==> src/rtsl_params.svh <==
// Register offsets, field positions, reset values and timing counts of the ramp tail block
`ifndef RTSL_PARAMS_SVH
`define RTSL_PARAMS_SVH
// Printed register indices; byte address is four times the index
`define RTSL_IDX_MODE      8'h20
`define RTSL_IDX_CURPOS    8'h21
`define RTSL_IDX_ACTVEL    8'h22
`define RTSL_IDX_START     8'h23
`define RTSL_IDX_PHASEV    8'h25
`define RTSL_IDX_DMAIN     8'h28
`define RTSL_IDX_DFINAL    8'h2a
`define RTSL_IDX_STOPV     8'h2b
`define RTSL_IDX_ZWAIT     8'h2c
`define RTSL_IDX_TARGET    8'h2d
`define RTSL_IDX_LCMIN     8'h33
`define RTSL_IDX_SWCFG     8'h34
`define RTSL_IDX_STAT      8'h35
`define RTSL_IDX_LATCH     8'h36
`define RTSL_IDX_ENCLATCH  8'h37
`define RTSL_IDX_ENCPOS    8'h38
// Reset values
`define RTSL_STOPV_RST     18'h00001
// Switch configuration field positions
`define RTSL_SW_POLL       2
`define RTSL_SW_POLR       3
`define RTSL_SW_LAT_LA     5
`define RTSL_SW_LAT_LI     6
`define RTSL_SW_LAT_RA     7
`define RTSL_SW_LAT_RI     8
`define RTSL_SW_ENCLAT     9
// Status field positions
`define RTSL_ST_LATL       2
`define RTSL_ST_LATR       3
`define RTSL_ST_REACHED    9
`define RTSL_ST_POSREACH   7
`define RTSL_ST_ZWAIT      8
`define RTSL_ST_STANDSTILL 10
`define RTSL_ST_W1C_MASK   14'h008c
// Timing: wait unit in clocks, velocity and acceleration time bases
`define RTSL_ZWAIT_UNIT    512
`define RTSL_VEL_TBASE_LOG2 24
`define RTSL_ACC_TBASE_LOG2 41
`endif

==> src/rtsl_pkg.sv <==
// Types shared by the ramp tail block
package rtsl_pkg;
  // Motion profile selector codes
  typedef enum logic [1:0] {
    RTSL_POSITION = 2'h0,
    RTSL_VEL_POS  = 2'h1,
    RTSL_VEL_NEG  = 2'h2,
    RTSL_HOLD     = 2'h3
  } rtsl_mode_t;
  // Reference switch pair after synchronisation
  typedef struct packed {
    logic left;
    logic right;
  } rtsl_sw_t;
  // Ramp states, one-hot
  typedef enum logic [3:0] {
    RTSL_IDLE  = 4'h1,
    RTSL_ACCEL = 4'h2,
    RTSL_DECEL = 4'h4,
    RTSL_ZWAIT = 4'h8
  } rtsl_state_t;
endpackage

==> src/rtsl_ramp_tail.sv <==
// Ramp generator tail: stop velocity, zero wait, target move, load commutation, position latch
`timescale 1ns/1ps
`include "rtsl_params.svh"
////////////////////////////////////////////////////////////////////////////////
// Contract
// 18-bit stop velocity, reset value one
// Software never programs zero stop velocity
// Software keeps stop velocity above start velocity; the bench writes both as 0x3ffff
// Wait count times 512 clocks after stop
// Target write starts positioning move
// Software sets ramp parameters before target
// Position wraps modulo two to 32
// Target rewrite re-accelerates after parameter raise
// Load commutation above minimum, or enable input
// Zero minimum velocity disables load commutation
// Commutation position written to current position
// Heavy load never steps below minimum
// Software enables stall stop with commutation
// Latch current position on selected switch event
// Encoder position latched on same event
// 14-bit status readable, event flags write-clear
// Velocity unit is two^24 clocks
// Acceleration unit is two^41 over clock squared
// Selector: position, plus, minus, hold
// Move done at target with zero velocity
// Parameter writes apply next update, read zero
module rtsl_ramp_tail #(
  parameter int MAX_VEL = 23'h7ffe00 // Velocity clamp
) (
  input  wire logic        clk,
  input  wire logic        reset,
  input  wire logic        wb_cyc_i,
  input  wire logic        wb_stb_i,
  input  wire logic        wb_we_i,
  input  wire logic [7:0]  wb_adr_i,
  input  wire logic [3:0]  wb_sel_i,
  input  wire logic [31:0] wb_dat_i,
  output logic      [31:0] wb_dat_o,
  output logic             wb_ack_o,
  input  wire logic        refLeftPin,
  input  wire logic        refRightPin,
  input  wire logic        stepDirMode,
  input  wire logic        loadCommutationEnableInput,
  input  wire logic        commStepValid,
  input  wire logic        commStepDir,
  input  wire logic [31:0] encoderPosition,
  output logic             stepPulse,
  output logic             stepDir,
  output logic             loadCommutationActive
);
  ////////////////////////////////////////////////////////////////////////////////
  // Register bus decode
  logic        ackFf;                  // One-cycle answer
  logic [31:0] rdDataFf;               // Registered read data
  wire  [7:0]  regIdx   = {2'h0, wb_adr_i[7:2]} | 8'h20; // Index in upper window
  wire         busReq   = wb_cyc_i & wb_stb_i & ~ackFf;
  wire         wrAll    = busReq & wb_we_i & (wb_sel_i == 4'hf);
  wire         wrMode   = wrAll & (regIdx == `RTSL_IDX_MODE);
  wire         wrCurPos = wrAll & (regIdx == `RTSL_IDX_CURPOS);
  wire         wrStart  = wrAll & (regIdx == `RTSL_IDX_START);
  wire         wrPhaseV = wrAll & (regIdx == `RTSL_IDX_PHASEV);
  wire         wrDmain  = wrAll & (regIdx == `RTSL_IDX_DMAIN);
  wire         wrDfinal = wrAll & (regIdx == `RTSL_IDX_DFINAL);
  wire         wrStopV  = wrAll & (regIdx == `RTSL_IDX_STOPV);
  wire         wrZwait  = wrAll & (regIdx == `RTSL_IDX_ZWAIT);
  wire         wrTarget = wrAll & (regIdx == `RTSL_IDX_TARGET);
  wire         wrLcMin  = wrAll & (regIdx == `RTSL_IDX_LCMIN);
  wire         wrSwCfg  = wrAll & (regIdx == `RTSL_IDX_SWCFG);
  wire         wrStat   = wrAll & (regIdx == `RTSL_IDX_STAT);

  ////////////////////////////////////////////////////////////////////////////////
  // Parameter registers
  rtsl_pkg::rtsl_mode_t modeFf;        // Motion profile select
  logic [31:0] curPosFf;               // Current position
  logic [31:0] targetFf;               // Target position
  logic [17:0] startVelFf;             // Start velocity
  logic [19:0] phaseVelFf;             // Phase threshold velocity
  logic [15:0] dMainFf;                // Main deceleration
  logic [15:0] dFinalFf;               // Final deceleration
  logic [17:0] stopVelFf;              // Stop velocity
  logic [15:0] zWaitFf;                // Zero velocity wait count
  logic [22:0] lcMinFf;                // Load commutation minimum velocity
  logic [11:0] swCfgFf;                // Switch configuration
  logic [31:0] latchFf;                // Latched position
  logic [31:0] encLatchFf;             // Latched encoder position
  logic        posStatFf;              // Position reached sticky flag
  logic [1:0]  latStatFf;              // Latch event flags {right,left}
  logic        reachedFf;              // Reached-target level

  // Parameter writes; write-only ones are sampled by the ramp each update
  always_ff @(posedge clk or posedge reset) begin
    if (reset) begin
      modeFf     <= rtsl_pkg::RTSL_POSITION;
      startVelFf <= 18'h0;
      phaseVelFf <= 20'h0;
      dMainFf    <= 16'h0;
      dFinalFf   <= 16'h0;
      stopVelFf  <= `RTSL_STOPV_RST;
      zWaitFf    <= 16'h0;
      targetFf   <= 32'h0;
      lcMinFf    <= 23'h0;
      swCfgFf    <= 12'h0;
    end else begin
      if (wrMode)   modeFf     <= rtsl_pkg::rtsl_mode_t'(wb_dat_i[1:0]);
      if (wrStart)  startVelFf <= wb_dat_i[17:0];
      if (wrPhaseV) phaseVelFf <= wb_dat_i[19:0];
      if (wrDmain)  dMainFf    <= wb_dat_i[15:0];
      if (wrDfinal) dFinalFf   <= wb_dat_i[15:0];
      if (wrStopV)  stopVelFf  <= wb_dat_i[17:0];
      if (wrZwait)  zWaitFf    <= wb_dat_i[15:0];
      if (wrTarget) targetFf   <= wb_dat_i;
      if (wrLcMin)  lcMinFf    <= wb_dat_i[22:0];
      if (wrSwCfg)  swCfgFf    <= wb_dat_i[11:0];
    end
  end

  ////////////////////////////////////////////////////////////////////////////////
  // Velocity time base: one update every 2^24/2^24 clocks would be too coarse;
  // velocity is accumulated into a 24-bit phase each clock so that v steps
  // occur per 2^24 clocks. Acceleration adds once per 2^17 clocks, giving 2^41.
  localparam int ACC_DIV_LOG2 = `RTSL_ACC_TBASE_LOG2 - `RTSL_VEL_TBASE_LOG2;
  logic [ACC_DIV_LOG2-1:0] accDivFf;   // Acceleration enable divider
  logic [23:0] phaseAccFf;             // Step phase accumulator
  logic [22:0] velFf;                  // Ramp velocity magnitude
  logic        dirFf;                  // Direction, 1 is negative
  logic [25:0] waitCntFf;              // Zero wait counter in clocks
  rtsl_pkg::rtsl_state_t stateFf;      // Ramp state
  wire         accTick  = (accDivFf == 17'h0);
  wire  [24:0] phaseSum = {1'b0, phaseAccFf} + {2'h0, velFf};
  wire         rampStep = phaseSum[24];
  wire  [31:0] distance = targetFf - curPosFf;
  wire         wantNeg  = distance[31];
  wire  [31:0] absDist  = wantNeg ? (32'h0 - distance) : distance;
  wire         atTarget = (distance == 32'h0);
  // Mode and enable pins come from outside; three stages, a change counts once stages two and three agree
  logic [1:0]  dc1Ff, dc2Ff, dc3Ff;    // {stepDirMode, enable} synchroniser stages
  logic [1:0]  dcStFf;                 // Accepted pin levels
  always_ff @(posedge clk or posedge reset) begin
    if (reset) begin
      dc1Ff  <= 2'h0;
      dc2Ff  <= 2'h0;
      dc3Ff  <= 2'h0;
      dcStFf <= 2'h0;
    end else begin
      dc1Ff  <= {stepDirMode, loadCommutationEnableInput};
      dc2Ff  <= dc1Ff;
      dc3Ff  <= dc2Ff;
      dcStFf <= ((dc2Ff ~^ dc3Ff) & dc3Ff) | ((dc2Ff ^ dc3Ff) & dcStFf);
    end
  end
  // Load commutation gating; zero minimum disables it entirely, even under external step/dir
  wire         lcOn     = (lcMinFf != 23'h0) &&
                          (dcStFf[1] ? dcStFf[0] : (velFf >= lcMinFf));
  // Decel when remaining distance is no more than velocity in steps-ish units
  wire         mustStop = (absDist[31:8] <= {9'h0, velFf[22:8]}) || (wantNeg != dirFf);
  wire  [22:0] decStep  = (velFf > {3'h0, phaseVelFf}) ? {7'h0, dMainFf} : {7'h0, dFinalFf};
  wire  [22:0] floorVel = (lcOn && lcMinFf > {5'h0, stopVelFf}) ? lcMinFf : {5'h0, stopVelFf};

  // Ramp state machine
  always_ff @(posedge clk or posedge reset) begin
    if (reset) begin
      stateFf    <= rtsl_pkg::RTSL_IDLE;
      velFf      <= 23'h0;
      dirFf      <= 1'b0;
      waitCntFf  <= 26'h0;
      accDivFf   <= 17'h0;
      phaseAccFf <= 24'h0;
    end else begin
      accDivFf   <= accDivFf + 17'h1;
      phaseAccFf <= phaseSum[23:0];
      case (stateFf)
        rtsl_pkg::RTSL_IDLE: begin
          // Start a move when not at target in positioning, or always in velocity modes
          if ((modeFf == rtsl_pkg::RTSL_POSITION && !atTarget) ||
              modeFf == rtsl_pkg::RTSL_VEL_POS || modeFf == rtsl_pkg::RTSL_VEL_NEG) begin
            stateFf <= rtsl_pkg::RTSL_ACCEL;
            velFf   <= {5'h0, startVelFf};
            dirFf   <= (modeFf == rtsl_pkg::RTSL_POSITION) ? wantNeg : (modeFf == rtsl_pkg::RTSL_VEL_NEG);
          end
        end
        rtsl_pkg::RTSL_ACCEL: begin
          // Hold keeps velocity; positioning brakes near target
          // A velocity mode whose sign flips brakes first, then reverses after the zero wait
          if ((modeFf == rtsl_pkg::RTSL_POSITION && mustStop) ||
              (modeFf == rtsl_pkg::RTSL_VEL_POS && dirFf) ||
              (modeFf == rtsl_pkg::RTSL_VEL_NEG && !dirFf)) begin
            stateFf <= rtsl_pkg::RTSL_DECEL;
          end else if (accTick && modeFf != rtsl_pkg::RTSL_HOLD && velFf < MAX_VEL[22:0]) begin
            velFf <= velFf + 23'h1;
          end
        end
        rtsl_pkg::RTSL_DECEL: begin
          // A target rewrite after raising limits re-enters acceleration
          if (wrTarget) begin
            stateFf <= rtsl_pkg::RTSL_ACCEL;
          end else if (velFf <= floorVel) begin
            // Positioning keeps the floor velocity until the target is reached or passed
            if (modeFf != rtsl_pkg::RTSL_POSITION || atTarget || wantNeg != dirFf) begin
              velFf     <= 23'h0;
              stateFf   <= rtsl_pkg::RTSL_ZWAIT;
              waitCntFf <= {zWaitFf, 9'h0} + 26'h0;
            end
          end else if (accTick) begin
            // Never brake below the floor, or a move could stall short of its target
            velFf <= (velFf - floorVel > decStep) ? velFf - decStep : floorVel;
          end
        end
        rtsl_pkg::RTSL_ZWAIT: begin
          // No new motion or reversal until the wait expires
          if (waitCntFf == 26'h0) begin
            stateFf <= rtsl_pkg::RTSL_IDLE;
          end else begin
            waitCntFf <= waitCntFf - 26'h1;
          end
        end
        default: stateFf <= rtsl_pkg::RTSL_IDLE;
      endcase
    end
  end

  ////////////////////////////////////////////////////////////////////////////////
  // Position counter, commutation feedback, step outputs
  wire stepNow = lcOn ? commStepValid : rampStep;
  wire stepNeg = lcOn ? commStepDir : dirFf;
  // In positioning mode no step once the position equals the target, so a move cannot overshoot by one
  wire stepGo  = stepNow && stateFf != rtsl_pkg::RTSL_ZWAIT && stateFf != rtsl_pkg::RTSL_IDLE &&
                 !(modeFf == rtsl_pkg::RTSL_POSITION && atTarget);
  always_ff @(posedge clk or posedge reset) begin
    if (reset) begin
      curPosFf  <= 32'h0;
      stepPulse <= 1'b0;
      stepDir   <= 1'b0;
    end else begin
      stepPulse <= stepGo;
      stepDir   <= stepNeg;
      if (wrCurPos) begin
        curPosFf <= wb_dat_i;
      end else if (stepGo) begin
        curPosFf <= stepNeg ? curPosFf - 32'h1 : curPosFf + 32'h1;
      end
    end
  end
  assign loadCommutationActive = lcOn;

  ////////////////////////////////////////////////////////////////////////////////
  // Switch synchroniser: three stages, change taken once stages two and three agree
  rtsl_pkg::rtsl_sw_t sw1Ff, sw2Ff, sw3Ff, swStFf;
  always_ff @(posedge clk or posedge reset) begin
    if (reset) begin
      sw1Ff  <= '0;
      sw2Ff  <= '0;
      sw3Ff  <= '0;
      swStFf <= '0;
    end else begin
      sw1Ff <= '{left: refLeftPin, right: refRightPin};
      sw2Ff <= sw1Ff;
      sw3Ff <= sw2Ff;
      if (sw2Ff.left == sw3Ff.left)   swStFf.left  <= sw3Ff.left;
      if (sw2Ff.right == sw3Ff.right) swStFf.right <= sw3Ff.right;
    end
  end
  wire lActNow = sw3Ff.left  ^ swCfgFf[`RTSL_SW_POLL];
  wire rActNow = sw3Ff.right ^ swCfgFf[`RTSL_SW_POLR];
  wire lActOld = swStFf.left  ^ swCfgFf[`RTSL_SW_POLL];
  wire rActOld = swStFf.right ^ swCfgFf[`RTSL_SW_POLR];
  wire lChg    = (sw2Ff.left == sw3Ff.left) && (sw3Ff.left != swStFf.left);
  wire rChg    = (sw2Ff.right == sw3Ff.right) && (sw3Ff.right != swStFf.right);
  wire latchL  = lChg && ((lActNow && !lActOld && swCfgFf[`RTSL_SW_LAT_LA]) ||
                          (!lActNow && lActOld && swCfgFf[`RTSL_SW_LAT_LI]));
  wire latchR  = rChg && ((rActNow && !rActOld && swCfgFf[`RTSL_SW_LAT_RA]) ||
                          (!rActNow && rActOld && swCfgFf[`RTSL_SW_LAT_RI]));

  // Position latches and status flags; a new event beats a same-cycle clear
  always_ff @(posedge clk or posedge reset) begin
    if (reset) begin
      latchFf    <= 32'h0;
      encLatchFf <= 32'h0;
      latStatFf  <= 2'h0;
      posStatFf  <= 1'b0;
      reachedFf  <= 1'b0;
    end else begin
      if (latchL || latchR) begin
        latchFf <= curPosFf;
        if (swCfgFf[`RTSL_SW_ENCLAT]) encLatchFf <= encoderPosition;
      end
      latStatFf[0] <= latchL | (latStatFf[0] & ~(wrStat & wb_dat_i[`RTSL_ST_LATL]));
      latStatFf[1] <= latchR | (latStatFf[1] & ~(wrStat & wb_dat_i[`RTSL_ST_LATR]));
      reachedFf    <= atTarget && velFf == 23'h0 && modeFf == rtsl_pkg::RTSL_POSITION;
      posStatFf    <= (atTarget && velFf == 23'h0 && !reachedFf) |
                      (posStatFf & ~(wrStat & wb_dat_i[`RTSL_ST_POSREACH]));
    end
  end

  ////////////////////////////////////////////////////////////////////////////////
  // Read mux and answer; write-only parameters read as zero
  logic [13:0] statWord;
  always_comb begin
    statWord = 14'h0;
    statWord[`RTSL_ST_LATL]       = latStatFf[0];
    statWord[`RTSL_ST_LATR]       = latStatFf[1];
    statWord[`RTSL_ST_POSREACH]   = posStatFf;
    statWord[`RTSL_ST_ZWAIT]      = (stateFf == rtsl_pkg::RTSL_ZWAIT);
    statWord[`RTSL_ST_REACHED]    = reachedFf;
    statWord[`RTSL_ST_STANDSTILL] = (velFf == 23'h0);
  end
  wire [31:0] sVel = dirFf ? (32'h0 - {9'h0, velFf}) : {9'h0, velFf};
  wire [31:0] rdMux =
    (regIdx == `RTSL_IDX_MODE)     ? {30'h0, modeFf} :
    (regIdx == `RTSL_IDX_CURPOS)   ? curPosFf :
    (regIdx == `RTSL_IDX_ACTVEL)   ? {{8{sVel[23]}}, sVel[23:0]} :
    (regIdx == `RTSL_IDX_TARGET)   ? targetFf :
    (regIdx == `RTSL_IDX_SWCFG)    ? {20'h0, swCfgFf} :
    (regIdx == `RTSL_IDX_STAT)     ? {18'h0, statWord} :
    (regIdx == `RTSL_IDX_LATCH)    ? latchFf :
    (regIdx == `RTSL_IDX_ENCLATCH) ? encLatchFf :
    32'h0;
  always_ff @(posedge clk or posedge reset) begin
    if (reset) begin
      ackFf    <= 1'b0;
      rdDataFf <= 32'h0;
    end else begin
      ackFf    <= busReq;
      rdDataFf <= rdMux;
    end
  end
  assign wb_ack_o = ackFf;
  assign wb_dat_o = rdDataFf;

  ////////////////////////////////////////////////////////////////////////////////
  // Checks
  stop_reset_a: assert property (@(posedge clk) $fell(reset) |-> stopVelFf == 18'h1)
    else $error("stop velocity reset value wrong");
  zwait_len_a: assert property (@(posedge clk) disable iff (reset)
    $rose(stateFf == rtsl_pkg::RTSL_ZWAIT) |-> waitCntFf == {$past(zWaitFf), 9'h0})
    else $error("zero wait length wrong");
  zwait_hold_a: assert property (@(posedge clk) disable iff (reset)
    stateFf == rtsl_pkg::RTSL_ZWAIT && waitCntFf != 26'h0 |=> stateFf == rtsl_pkg::RTSL_ZWAIT)
    else $error("left wait early");
  target_go_a: assert property (@(posedge clk) disable iff (reset)
    stateFf == rtsl_pkg::RTSL_IDLE && modeFf == rtsl_pkg::RTSL_POSITION && !atTarget
    |=> stateFf == rtsl_pkg::RTSL_ACCEL)
    else $error("move not started");
  lc_off_a: assert property (@(posedge clk) disable iff (reset)
    lcMinFf == 23'h0 |-> !loadCommutationActive)
    else $error("load commutation with zero minimum");
  latch_cap_a: assert property (@(posedge clk) disable iff (reset)
    (latchL || latchR) |=> latchFf == $past(curPosFf))
    else $error("latch missed");
  stat_set_a: assert property (@(posedge clk) disable iff (reset)
    latchL |=> statWord[`RTSL_ST_LATL])
    else $error("latch flag lost");
  ack_one_a: assert property (@(posedge clk) disable iff (reset)
    wb_ack_o |=> !wb_ack_o)
    else $error("ack held");
  move_cv: cover property (@(posedge clk) stateFf == rtsl_pkg::RTSL_DECEL ##1 stateFf == rtsl_pkg::RTSL_ZWAIT);
  latch_cv: cover property (@(posedge clk) latchR);
  lc_cv: cover property (@(posedge clk) loadCommutationActive);
endmodule
==> config.mk <==
export PLATFORM = sky130hd
export DESIGN_NAME = rtsl_ramp_tail
export DESIGN_NICKNAME = d
export VERILOG_FILES = /design/src/rtsl_pkg.sv /design/src/rtsl_ramp_tail.sv
export VERILOG_INCLUDE_DIRS = /design/src /design/src/src
export SDC_FILE = /design/constraint.sdc
export NUM_CORES = 1
export LEC_CHECK = 0
export CAP_MARGIN = 20
export CORE_MARGIN = 1
export CORE_UTILIZATION = 45
export CTS_CLUSTER_DIAMETER = 200
export DETAILED_ROUTE_END_ITERATION = 8
export DONT_BUFFER_PORTS = 1
export PLACE_DENSITY = 0.62
export SETUP_SLACK_MARGIN = 0.15
export SYNTH_ARGS = -nofsm -noshare
export SYNTH_HDL_FRONTEND = slang
export SYNTH_SLANG_ARGS = --single-unit
==> constraint.sdc <==
create_clock -name clk -period 16.5 [get_ports clk]
set_input_delay 0.825 -clock clk [delete_from_list [all_inputs] [get_ports clk]]
set_output_delay 0.825 -clock clk [all_outputs]
set_load 0.01 [all_outputs]
Word-level counts from Yosys, hierarchy flattened
Index checks and enable logic that the tools add are counted.
{"block": "word_totals", "regBits": 419, "input_bits": 87, "out_inout_bits": 36, "word_cells": 237}
{"block": "op_classes", "add_sub_neg": 11, "order_cmp": 7, "n_eq_ne": 42, "muxes": 40, "n_bitwise": 38, "n_reduce_logical": 61}
{"op": "two-way mux 32 bit", "n": 12}
{"op": "two-way mux 23 bit", "n": 9}
{"op": "two-way mux 26 bit", "n": 4}
{"op": "case mux 23 bit (3 select lines)", "n": 1}
{"op": "case mux 26 bit (2 select lines)", "n": 1}
{"op": "adder 32 x 1 -> 32 bit (second input constant)", "n": 1}
{"op": "zero test 32 bit", "n": 1}
{"op": "subtractor 1 x 32 -> 32 bit (first input constant)", "n": 1}
{"op": "subtractor 32 x 1 -> 32 bit (second input constant)", "n": 1}
{"op": "subtractor 32 bit", "n": 1}
{"op": "logical AND 1 bit", "n": 27}
{"op": "zero test 26 bit", "n": 1}
{"op": "subtractor 26 x 1 -> 26 bit (second input constant)", "n": 1}
{"op": "adder 24 x 23 -> 25 bit", "n": 1}
{"op": "equality test 5 x 4 -> 1 bit (second input constant)", "n": 5}
{"op": "equality test 5 bit (second input constant)", "n": 5}
{"op": "<= comparator 24 x 15 -> 1 bit", "n": 1}
{"op": "two-way mux 24 bit", "n": 1}
{"op": "two-way mux 4 bit", "n": 6}
{"op": "subtractor 1 x 23 -> 24 bit (first input constant)", "n": 1}
{"op": "adder 23 x 1 -> 23 bit (second input constant)", "n": 1}
{"op": ">= comparator 23 bit", "n": 1}
{"op": "> comparator 23 x 16 -> 1 bit", "n": 1}
{"op": "> comparator 23 x 18 -> 1 bit", "n": 1}
{"op": "other kinds (45)", "n": 114}

Depth between registers and ports, before layout
Gate-level depths: netlist (run 1).
{"block": "depth", "depth_word": 12, "mapped_depth": 37, "depth_no_buf": 34}

Worst setup path before layout (run 1)
No wires, ideal clock.
{"block": "synth_timing", "path_type": "register -> register", "start": "register velFf[12]", "end": "register velFf[9]", "setup_ns": 0.125, "arrival_ns": 7.642, "t_required_ns": 16.375, "slack_ns": 8.733, "stages_incl_launch_ff": 33, "path_buffers": 3, "cell_sequence": "dfrtp_1 > ha_1 > a21o_1 > a21o_1 > a21o_1 > a221oi_1 > o21ai_0 > or3_1 > o211a_1 > nand3_1 > clkbuf_1 > buf_1 > mux2i_1 > ha_1 > nor2b_1 > o31a_1 > o21ai_0 > a21oi_1 > a21o_1 > a21oi_1 > xnor2_1 > ha_1 > a21o_1 > a21o_1 > a211o_1 > a2111oi_0 > o2111a_1 > nand4b_1 > clkbuf_1 > nand2_1 > o21ai_0 > a31o_2 > mux2_4"}
{"block": "synth_via", "elab_chain_len": 12}
{"element": "from (decl)", "line": "rtsl_ramp_tail.sv:124", "rtl": "logic [22:0] velFf;"}
{"element": "from (signal assigned)", "line": "rtsl_ramp_tail.sv:177", "rtl": "velFf <= {5'h0, startVelFf};"}
{"element": "from (signal assigned)", "line": "rtsl_ramp_tail.sv:189", "rtl": "velFf <= velFf + 23'h1;"}
{"element": "from (signal assigned)", "line": "rtsl_ramp_tail.sv:205", "rtl": "velFf <= (velFf - floorVel > decStep) ? velFf - decStep : floorVel;"}
{"element": ">= comparator 23 bit", "line": "rtsl_ramp_tail.sv:153", "rtl": "(dcStFf[1] ? dcStFf[0] : (velFf >= lcMinFf));"}
{"element": "two-way mux 1 bit", "line": "rtsl_ramp_tail.sv:153"}
{"element": "logical AND 1 bit", "line": "rtsl_ramp_tail.sv:152", "rtl": "wire lcOn = (lcMinFf != 23'h0) &&"}
{"element": "logical AND 1 bit", "line": "rtsl_ramp_tail.sv:157", "rtl": "wire [22:0] floorVel = (lcOn && lcMinFf > {5'h0, stopVelFf}) ? lcMinFf : {5'h0, stopVelFf};"}
{"element": "two-way mux 23 bit", "line": "rtsl_ramp_tail.sv:157"}
{"element": "subtractor 23 bit", "line": "rtsl_ramp_tail.sv:205"}
{"element": "> comparator 23 x 16 -> 1 bit", "line": "rtsl_ramp_tail.sv:205"}
{"element": "two-way mux 23 bit", "line": "rtsl_ramp_tail.sv:205"}
{"element": "two-way mux 23 bit", "line": "rtsl_ramp_tail.sv:203", "rtl": "end else if (accTick) begin"}
{"element": "two-way mux 23 bit", "line": "rtsl_ramp_tail.sv:196", "rtl": "end else if (velFf <= floorVel) begin"}
{"element": "two-way mux 23 bit", "line": "rtsl_ramp_tail.sv:194", "rtl": "if (wrTarget) begin"}
{"element": "case mux 23 bit (3 select lines)", "line": "rtsl_ramp_tail.sv:171", "rtl": "case (stateFf)"}
Parallel ways exist; a longest one is shown, timed or not. The select of a mux whose other input is x is not followed.
A chain may end at the register's enable or synchronous reset.

Worst setup path after layout (run 1)
{"block": "layout_timing", "start": "register velFf[0]", "end": "register velFf[21]"}
{"block": "layout_via", "elab_chain_len": 12}
{"element": ">= comparator 23 bit *", "line": "rtsl_ramp_tail.sv:153"}
{"element": "two-way mux 1 bit *", "line": "rtsl_ramp_tail.sv:153"}
{"element": "logical AND 1 bit *", "line": "rtsl_ramp_tail.sv:152"}
{"element": "named net loadCommutationActive", "line": "rtsl_ramp_tail.sv:49", "rtl": "output logic loadCommutationActive"}
{"element": "logical AND 1 bit *", "line": "rtsl_ramp_tail.sv:157"}
{"element": "two-way mux 23 bit *", "line": "rtsl_ramp_tail.sv:157"}
{"element": "subtractor 23 bit", "line": "rtsl_ramp_tail.sv:205"}
{"element": "> comparator 23 x 16 -> 1 bit", "line": "rtsl_ramp_tail.sv:205"}
{"element": "two-way mux 23 bit", "line": "rtsl_ramp_tail.sv:205"}
{"element": "two-way mux 23 bit", "line": "rtsl_ramp_tail.sv:203"}
{"element": "two-way mux 23 bit", "line": "rtsl_ramp_tail.sv:196"}
{"element": "two-way mux 23 bit", "line": "rtsl_ramp_tail.sv:194"}
{"element": "case mux 23 bit (3 select lines)", "line": "rtsl_ramp_tail.sv:171"}
The timed path passes the listed nets; every way through them passes the cells marked *. The select of a mux whose other input is x is not followed.

==> results of run 1 <==
-- cell type report --
| type | count | area (um^2) | area share [%] |
|---|---|---|---|
| Tap cell | 846 | 1060 | 3.37 |
| Multi-Input combinational cell | 2312 | 17100 | 54.5 |
| Inverter | 161 | 612 | 1.95 |
| Timing Repair Buffer | 51 | 435 | 1.38 |
| Clock inverter | 29 | 347 | 1.10 |
| Clock buffer | 61 | 1360 | 4.33 |
| Sequential cell | 419 | 10500 | 33.4 |
-- worst paths after layout --
kind,endpoint,startpoint,cells after the start
max,velFf[21]$_DFFE_PP0P_,velFf[0]$_DFFE_PP0P_,33
min,dc1Ff[1]$_DFF_PP0_,reset,1
max reg2reg,velFf[21]$_DFFE_PP0P_,velFf[0]$_DFFE_PP0P_,33
min reg2reg,dc2Ff[1]$_DFF_PP0_,dc1Ff[1]$_DFF_PP0_,0
max in group asynchronous,latchFf[7]$_DFFE_PP0N_,reset,2
min in group clk,sw1Ff[1]$_DFF_PP0_,refLeftPin,0
-- cell usage in the layout (no fill, tap or decap), drive strengths merged, types with 17 or more instances in the layout --
cell / n
dfrtp: 417
nand2: 242
mux2: 229
ha: 222
o21ai: 211
a21oi: 192
nor2: 188
inv: 160
xnor2: 123
a21o: 62
clkbuf: 61
nand3: 59
nor3: 53
buf: 51
mux2i: 47
nand4: 46
xor2: 45
a211oi: 41
o211ai: 32
a22oi: 32
o21a: 32
nor2b: 28
and3: 28
a31oi: 27
nor4: 26
nand2b: 24
and2: 24
or3: 22
o31ai: 21
clkinv: 17
-- critical path: cells and delay by family (launching register included) --
kind / cells / cell delay [ns]
multiplexers: 2 / 0.84
flip-flops: 1 / 0.48
buffers and inverters: 4 / 1.12
adder cells (fa/ha/maj): 3 / 0.89
AO/OA/AOI/OAI: 16 / 4.13
XOR/XNOR: 1 / 0.09
AND/OR/NAND/NOR: 7 / 1.05
-- logic make-up after synthesis --
family	Yosys count	synth area share, %
DFF	419	36.5
xor gates and xnor gates	169	5.25
adders and majority gates	229	10.1
muxes	276	10.8
and+or+nand+nor	795	13.6
buffers and inverters	299	4.07
AOI/OAI and AO/OA	843	19.7
-- registers in the layout, indices dropped and copies added, names as in the netlist, 4 cells and up --
signal and cells:
targetFf 32, wb_dat_o 32, phaseVelFf 20, stateFf 4, zWaitFf 16, phaseAccFf 24
dFinalFf 16, waitCntFf 26, swCfgFf 12, dMainFf 16, stopVelFf 18, curPosFf 32
lcMinFf 23, latchFf 32, encLatchFf 32, startVelFf 18, velFf 23, accDivFf 17
-- report_power, final --
group | internal, mW | switching [mW] | total (mW)
sequential | 1.17 | 0.126 | 1.29
combinational | 1.13 | 1.61 | 2.74
clock | 0.671 | 0.484 | 1.15
total | 2.97 | 2.22 | 5.19
-- stage by stage --
stage | util, % | worst slack (ns) | hold slack (ns)
2_1_floorplan | - | 4.02 | 0.331
3_3_place_gp | 47.1 | 7.96 | 0.343
3_5_place_dp | 47.1 | 7.87 | 0.336
4_1_cts | 49.8 | 7.83 | 0.211
5_1_grt | 49.8 | 7.04 | 0.214
6_report | 49.8 | 7.78 | 0.184
-- routing by layer --
| layer | global-route usage [%] | part of all wire (%) |
|---|---|---|
| met5 | 0 | 0 |
| met4 | 10.1 | 3.7 |
| met3 | 3.58 | 5.4 |
| met2 | 43.6 | 46 |
| met1 | 37.2 | 45 |
==> metrics.yaml, run 1 <==
syn-cell-area_um2: 28700
cts_hold_buf: 0
drtIter0Drc: 1904
synthTopCellsByArea: "dfrtp_1 (36%), ha_1 (9.7%), mux2_2 (8.4%), xnor2_1 (3.7%), o21ai_0 (3.5%)"
avgSynthCellArea_um2: 9.48
placed_area_um2: 29700
antenna_found_initial: 1
power.total_mw: 5.19
fin_setup_tns_ns: 0
cp-start-kind: "flip-flop"
grt_max_degree: 165
clock_latency_ns: 0.62
synth-edff-count: 0
post_cts_buffers: 0
rsz0062_at_grt: "no"
rows: 92
hold_viol: 0
end_kind: "flip-flop"
seq_area_frac_synth_pct: 36.5
synth_top_area_cell: "dfrtp_1"
pin_count: 123
synth.distinct_cells: 99
status: "finished clean"
root_buffer: "clkbuf_16"
cts.sinks: 419
grt_pass1_vias: 22668
arrival_ns: 9.24
place.gp.congestion: 0.946
start_util_pct: 45.5
required_ns: 17.02
ys_warn_count: 0
avgViaCountPerCell: 6.12
post-route-drc-count: 0
async_flop_share_pct: 100
grt_pass1_wl_um: 135000
dp.cells: 3787
syn_inst: 3030
numCtsBuffers: 48
port-buffer-count: 0
power.density_nw_per_um2: 165
ir_worst_vdd_mv: 0.0904
cpPeakStageDelay_ns: 0.56
synthTopCellsByCount: "dfrtp_1 (417), nand2_1 (242), ha_1 (222)"
drv_slew: 0
synth-seq-cells: 419
slew_headroom_pct: 27.9
hold_class: "primary input to async pin"
place_hpwl_um: 65100
crit_type: "flip-flop to flip-flop"
cap_violations: 0
grt_overflow: 0
r2r_setup_slack_ns: 7.78
diodes: 0
area_growth_pct: 9.45
drive_above_1_share_pct: 14.4
cts.htree.levels: 2
die-area_um2: 64900
period_needed_ns: 8.72
period_share_pct: 52.9
wirelength_um: 88900
cts_tree: "yes"
cts.clk_slew.worst_paths_ns: 0.06
setup_violations: 0
tightest_slew_ns: 1.08
coreArea_um2: 63100
fin_worst_skew_ns: 0.0369
drtAntennaViolNets: 0
wire_per_inst_um: 22.9
track_usage_pct: 27.1
fillers: 5922
path_max_fanout: 36
ys.flop_type: "dfrtp_1"
die_w_um: 255
clockBufferDepth: 3
leakagePower_nw: 14.7
die_h_um: 255
fin_cells: 3879
nets: 3307
final_area_um2: 31400
syn-num-nets: 3344
synth.most_common_cell: "dfrtp_1"
synth_top_cell_area_share_pct: 36.3
clock.fmax_ghz: 0.115
ctsResizeCount: 0
cp_slowest_cell: "a2111oi_0"
vias: 23725
firstDrtPassIters: 6
No activity file was read; power rests on OpenSTA's default activity.
==> run 2, diff against run 1 <==
--- a/config.mk
+++ b/config.mk
@@ -12,7 +12,7 @@
 export CTS_CLUSTER_DIAMETER = 200
 export DETAILED_ROUTE_END_ITERATION = 8
 export DONT_BUFFER_PORTS = 1
-export PLACE_DENSITY = 0.62
+export PLACE_DENSITY = 0.64
 export SETUP_SLACK_MARGIN = 0.15
 export SYNTH_ARGS = -nofsm -noshare
 export SYNTH_HDL_FRONTEND = slang
==> constraint.sdc (replaced) <==
create_clock -name clk -period 7.5 [get_ports clk]
set_input_delay 0.375 -clock clk [delete_from_list [all_inputs] [get_ports clk]]
set_output_delay 0.375 -clock clk [all_outputs]
set_load 0.01 [all_outputs]
==> run 2 against run 1 <==
Effect of this change:
- critical path depth is the same
- fmax up 22%
- non-clock buffer count rose by 132
- clock power up 110%
- first-iteration DRC count is 12% higher
- clock skew rose by 0.0056 ns
- register-to-register slack worse by 7.4 ns
- setup slack lost 7.4 ns
- largest cell class unchanged
- wire length increased by 2.8%
- cell count rose by 3.5%
==> metrics.yaml, run 2 (same netlist as run 1, synthesis figures left out) <==
grt_pass1_vias: 23582
cpPeakStageDelay_ns: 0.40
arrival_ns: 7.68
period_share_pct: 95.4
r2r.worst_path.cells: 33
fillers: 5817
fin_cells: 4015
die-area_um2: 64900
path_delay_family: "compound AO/OA/AOI/OAI gates"
post-route-drc-count: 0
multiInputGateArea_um2: 17400
leakagePower_nw: 15.3
final_area_um2: 32900
slew_headroom_pct: 14.1
nets: 3440
clkPwrFrac_pct: 20.8
clock_latency_ns: 0.63
cp.depth: 33
cts.clk_slew.worst_paths_ns: 0.06
dp.cells: 3827
grt_overflow: 0
start_util_pct: 45.5
grt_pass1_wl_um: 138000
cp_slowest_cell: "dfrtp_1"
period_needed_ns: 7.15
antenna_found_initial: 2
cts.sinks: 419
setup_violations: 0
switching_share_pct: 43.1
firstDrtPassIters: 8
root_buffer: "clkbuf_16"
end_kind: "flip-flop"
die_h_um: 255
holdPathStages: 3
cap_violations: 0
die_w_um: 255
rsz0062_at_grt: "yes"
drive_above_1_share_pct: 16.8
avgViaCountPerCell: 6.13
cpMostUsedCell: "a21o_1"
crit_type: "flip-flop to flip-flop"
area_growth_pct: 14.6
placed_area_um2: 30000
place_hpwl_um: 66100
seq_area_um2: 10500
clockBufferDepth: 3
coreArea_um2: 63100
wire_per_inst_um: 22.8
power.switching_mw: 5.04
rows: 92
wirelength_um: 91400
drtAntennaViolNets: 0
layout_common_cells: "dfrtp_1 (416), nand2_1 (241), ha_1 (216)"
cts_tree: "yes"
drtIter0Drc: 2141
crit_buf_inv: 4
cts.htree.levels: 2
status: "finished clean"
drv_slew: 0
clock.fmax_ghz: 0.140
numCtsBuffers: 49
combinationalPowerShare_pct: 55.0
hold_viol: 0
grt_max_degree: 194
path_max_fanout: 9
required_ns: 8.02
power.total_mw: 11.7
port-buffer-count: 0
cp-start-kind: "flip-flop"
p_int_mw: 6.67
pin_count: 123
ir_worst_vdd_mv: 0.197
power.density_nw_per_um2: 356
fin_setup_tns_ns: 0
hold_class: "primary input to flip-flop"
power_frac_seq_pct: 24.2
tightest_slew_ns: 1.28
vias: 24631
fin_worst_skew_ns: 0.0424
whs_ns: 0.0552
layout_commonest_cell: "dfrtp_1"
track_usage_pct: 27.5
place.gp.congestion: 0.971
run 2: changes by cell type in the layout (fill, tap and decap cells not counted), moves of 4 or more:
cell	change
mux2i_1	-8
buf_6	+4
ha_4	+6
mux2i_4	+5
clkbuf_8	-5
dlygate4sd3_1	+73
buf_12	+4
o21ai_0	-4
clkinv_4	+4
clkbuf_1	+8
ha_1	-6
buf_4	+50
run 2: final cells by class:
class / instances / share of cell area [%]
diodes: 2 / 0.0152
clock buffers: 64 / 4.02
clock inverters: 28 / 0.931
inverters: 161 / 1.85
multi-input cells: 2312 / 53.0
flip-flops and latches: 419 / 31.8
well taps: 846 / 3.21
repair buffers: 183 / 5.16
run 2: power by group through the flow:
| stage | registers, mW | logic (mW) | clock network (mW) |
|---|---|---|---|
| after detailed placement | 2.87 | 6.05 | 0 |
| after global placement | 2.85 | 5.92 | 0 |
| after CTS | 2.83 | 6.17 | 2.49 |
| final | 2.83 | 6.44 | 2.44 |
| after floorplan | 2.81 | 4.54 | 0 |
| after global routing | 2.87 | 7.04 | 2.56 |
run 2: what timing repair did:
item                       4_1_cts  5_1_grt
pin swaps                        1       22
hold endpoints to repair       265        0
gates resized for setup          8       60
hold buffers                    73        0
cloned                           0        4
setup endpoints to repair       23       24
buffers inserted                 0       16
run 2: metal layers:
| layer | wire length (um) | track usage [%] |
|---|---|---|
| met3 | 6090 | 4.36 |
| met4 | 3560 | 11.4 |
| met5 | 0 | 0 |
| met1 | 39800 | 37.2 |
| met2 | 42000 | 43.8 |
run 2: worst register-to-register path, delay by kind of cell (launching register included):
kind | cells | cell delay [ns]
compound gates | 19 | 3.77
xor+xnor | 1 | 0.14
fa+ha+maj | 3 | 0.84
buf+inv | 4 | 0.60
flops | 1 | 0.40
mux | 2 | 0.62
simple gates | 4 | 0.71
run 2: metrics by stage:
step                setup WS, ns  utilization [%]
floorplan                  0.178                -
CTS                        0.155             51.4
global route              0.0311             52.2
detailed placement       -0.0825             47.6
global placement         -0.0529             47.6
finish                     0.346             52.2
run 2: path summary, 6_finish.rpt:
check / from / end / slack (ns)
worst max-delay path: velFf[12]$_DFFE_PP0P_ / velFf[21]$_DFFE_PP0P_ / 0.35
worst min-delay path: wb_adr_i[5] / wb_dat_o[0]$_DFF_PP0_ / 0.06
worst max register to register: velFf[12]$_DFFE_PP0P_ / velFf[21]$_DFFE_PP0P_ / 0.35
worst min register to register: sw1Ff[0]$_DFF_PP0_ / sw2Ff[0]$_DFF_PP0_ / 0.35
max in group asynchronous: reset / lcMinFf[1]$_DFFE_PP0P_ / 4.96
min in group asynchronous: reset / accDivFf[12]$_DFF_PP0_ / 0.25
==> run 3, diff against run 2 <==
==> constraint.sdc (replaced) <==
create_clock -name clk -period 7.5 [get_ports clk]
set_input_delay 0.375 -clock clk [delete_from_list [all_inputs] [get_ports clk]]
set_output_delay 0.375 -clock clk [all_outputs]
set_load 0.1 [all_outputs]
==> run 3 against run 2 <==
Effect of this change:
- first-iteration DRC count rose by 7.5%
- clock-buffer cell count rose by 2
- die area did not move
- critical path depth did not move
- combinational power barely moved
- fmax fell by 0.60%
- critical endpoint is now velFf[4]$_DFFE_PP0P_
- largest power group unchanged
==> metrics.yaml, run 3 (same netlist as run 1, synthesis figures left out) <==
cpPeakStageDelay_ns: 0.41
antenna_found_initial: 7
slew_headroom_pct: 19.1
dp.cells: 3833
period_needed_ns: 7.20
layout_common_cells: "dfrtp_1 (416), nand2_1 (241), ha_1 (215)"
leakagePower_nw: 15.3
fin_worst_skew_ns: 0.0535
power.switching_mw: 5.17
end_kind: "flip-flop"
port-buffer-count: 0
pin_count: 123
area_growth_pct: 15.0
cts_tree: "yes"
power_frac_seq_pct: 24.7
cp_slowest_cell: "dfrtp_1"
crit_type: "flip-flop to flip-flop"
die-area_um2: 64900
firstDrtPassIters: 8
start_util_pct: 45.5
status: "finished clean"
grt_max_degree: 184
clock.fmax_ghz: 0.139
wire_per_inst_um: 22.9
grt_overflow: 0
arrival_ns: 7.69
avgViaCountPerCell: 6.12
clock_latency_ns: 0.65
power.density_nw_per_um2: 361
period_share_pct: 96.0
tightest_slew_ns: 1.18
clockBufferDepth: 3
path_max_fanout: 9
cts.clk_slew.worst_paths_ns: 0.06
layout_commonest_cell: "dfrtp_1"
vias: 24582
place_hpwl_um: 66000
wirelength_um: 91900
root_buffer: "clkbuf_16"
fin_cells: 4019
cts.htree.levels: 2
setup_violations: 0
nets: 3441
cap_violations: 0
track_usage_pct: 27.7
grt_pass1_vias: 23947
die_h_um: 255
drtIter0Drc: 2302
required_ns: 8.00
fin_setup_tns_ns: 0
combinationalPowerShare_pct: 53.9
clkPwrFrac_pct: 21.4
hold_viol: 0
drive_above_1_share_pct: 17.0
r2r_setup_slack_ns: 0.30
coreArea_um2: 63100
cts.sinks: 419
drv_slew: 0
fillers: 5733
rows: 92
switching_share_pct: 43.3
power.total_mw: 11.9
die_w_um: 255
drtAntennaViolNets: 0
ir_worst_vdd_mv: 0.238
hold_class: "primary input to flip-flop"
p_int_mw: 6.77
post-route-drc-count: 0
cp-start-kind: "flip-flop"
place.gp.congestion: 0.923
post-route-util_pct: 52.4
grt_pass1_wl_um: 139000
rsz0062_at_grt: "yes"
numCtsBuffers: 49
-- run 3: worst max-delay path, delay by kind of cell (launching register included) --
family | cells | cell delay, ns
XOR/XNOR | 1 | 0.09
adder cells (fa/ha/maj) | 3 | 0.88
AO/OA/AOI/OAI | 14 | 2.71
AND/OR/NAND/NOR | 8 | 1.57
multiplexers | 2 | 0.57
buffers and inverters | 5 | 0.84
flip-flops | 1 | 0.41
-- run 3: per-stage QoR --
stage | hold WS, ns | worst slack (ns) | cell area [um^2]
final | 0.0267 | 0.303 | 33000
after CTS | 0.00140 | 0.182 | 32600
after floorplan | 0.331 | 0.178 | 28700
after detailed placement | 0.336 | -0.193 | 30100
after global placement | 0.344 | -0.215 | 30100
after global routing | 0.0524 | 0.0317 | 33000
-- run 3: layer usage --
metal	vias up	GRT usage, %	wire, um
met5	-	0	0
met4	0	11.6	3750
met3	210	4.38	6270
met2	976	45.1	42700
met1	12026	36.7	39200
li1	11370	-	-
-- run 3: power groups by stage --
| stage | Combinational (mW) | Sequential (mW) | Clock [mW] |
|---|---|---|---|
| floorplan | 4.54 | 2.91 | 0 |
| global placement | 5.91 | 2.97 | 0 |
| detailed placement | 6.04 | 2.99 | 0 |
| CTS | 6.17 | 2.95 | 2.60 |
| global route | 7.02 | 3.00 | 2.68 |
| finish | 6.43 | 2.95 | 2.55 |
-- run 3: final timing paths --
path                                       startpoint                       to  depth (start not counted)
worst min-delay path                      wb_adr_i[5]    wb_dat_o[0]$_DFF_PP0_                          3
worst max register to register  velFf[12]$_DFFE_PP0P_     velFf[4]$_DFFE_PP0P_                         33
min in group asynchronous                       reset       wb_ack_o$_DFF_PP0_                          2
worst min register to register     dc1Ff[1]$_DFF_PP0_       dc2Ff[1]$_DFF_PP0_                          0
worst max-delay path            velFf[12]$_DFFE_PP0P_     velFf[4]$_DFFE_PP0P_                         33
max in group asynchronous                       reset  curPosFf[0]$_DFFE_PP0P_                          3
-- run 3: area by class of cell --
class                           count  area (um^2)  share of cell area (%)
Antenna cell                        6         15.0                  0.0454
Clock buffer                       66         1380                    4.18
Clock inverter                     25          348                    1.05
Inverter                          161          608                    1.84
Multi-Input combinational cell   2312        17400                    52.7
Sequential cell                   419        10500                    31.7
Tap cell                          846         1060                    3.20
Timing Repair Buffer              184         1710                    5.18
-- run 3: what timing repair did --
item / 4_1_cts / 5_1_grt
endpoints found under the hold margin: 271 / 0
hold buffers: 73 / 0
buffers inserted: 0 / 12
cloned: 0 / 3
resized for setup: 7 / 58
endpoints found under the setup margin: 23 / 24
pin swaps: 0 / 25
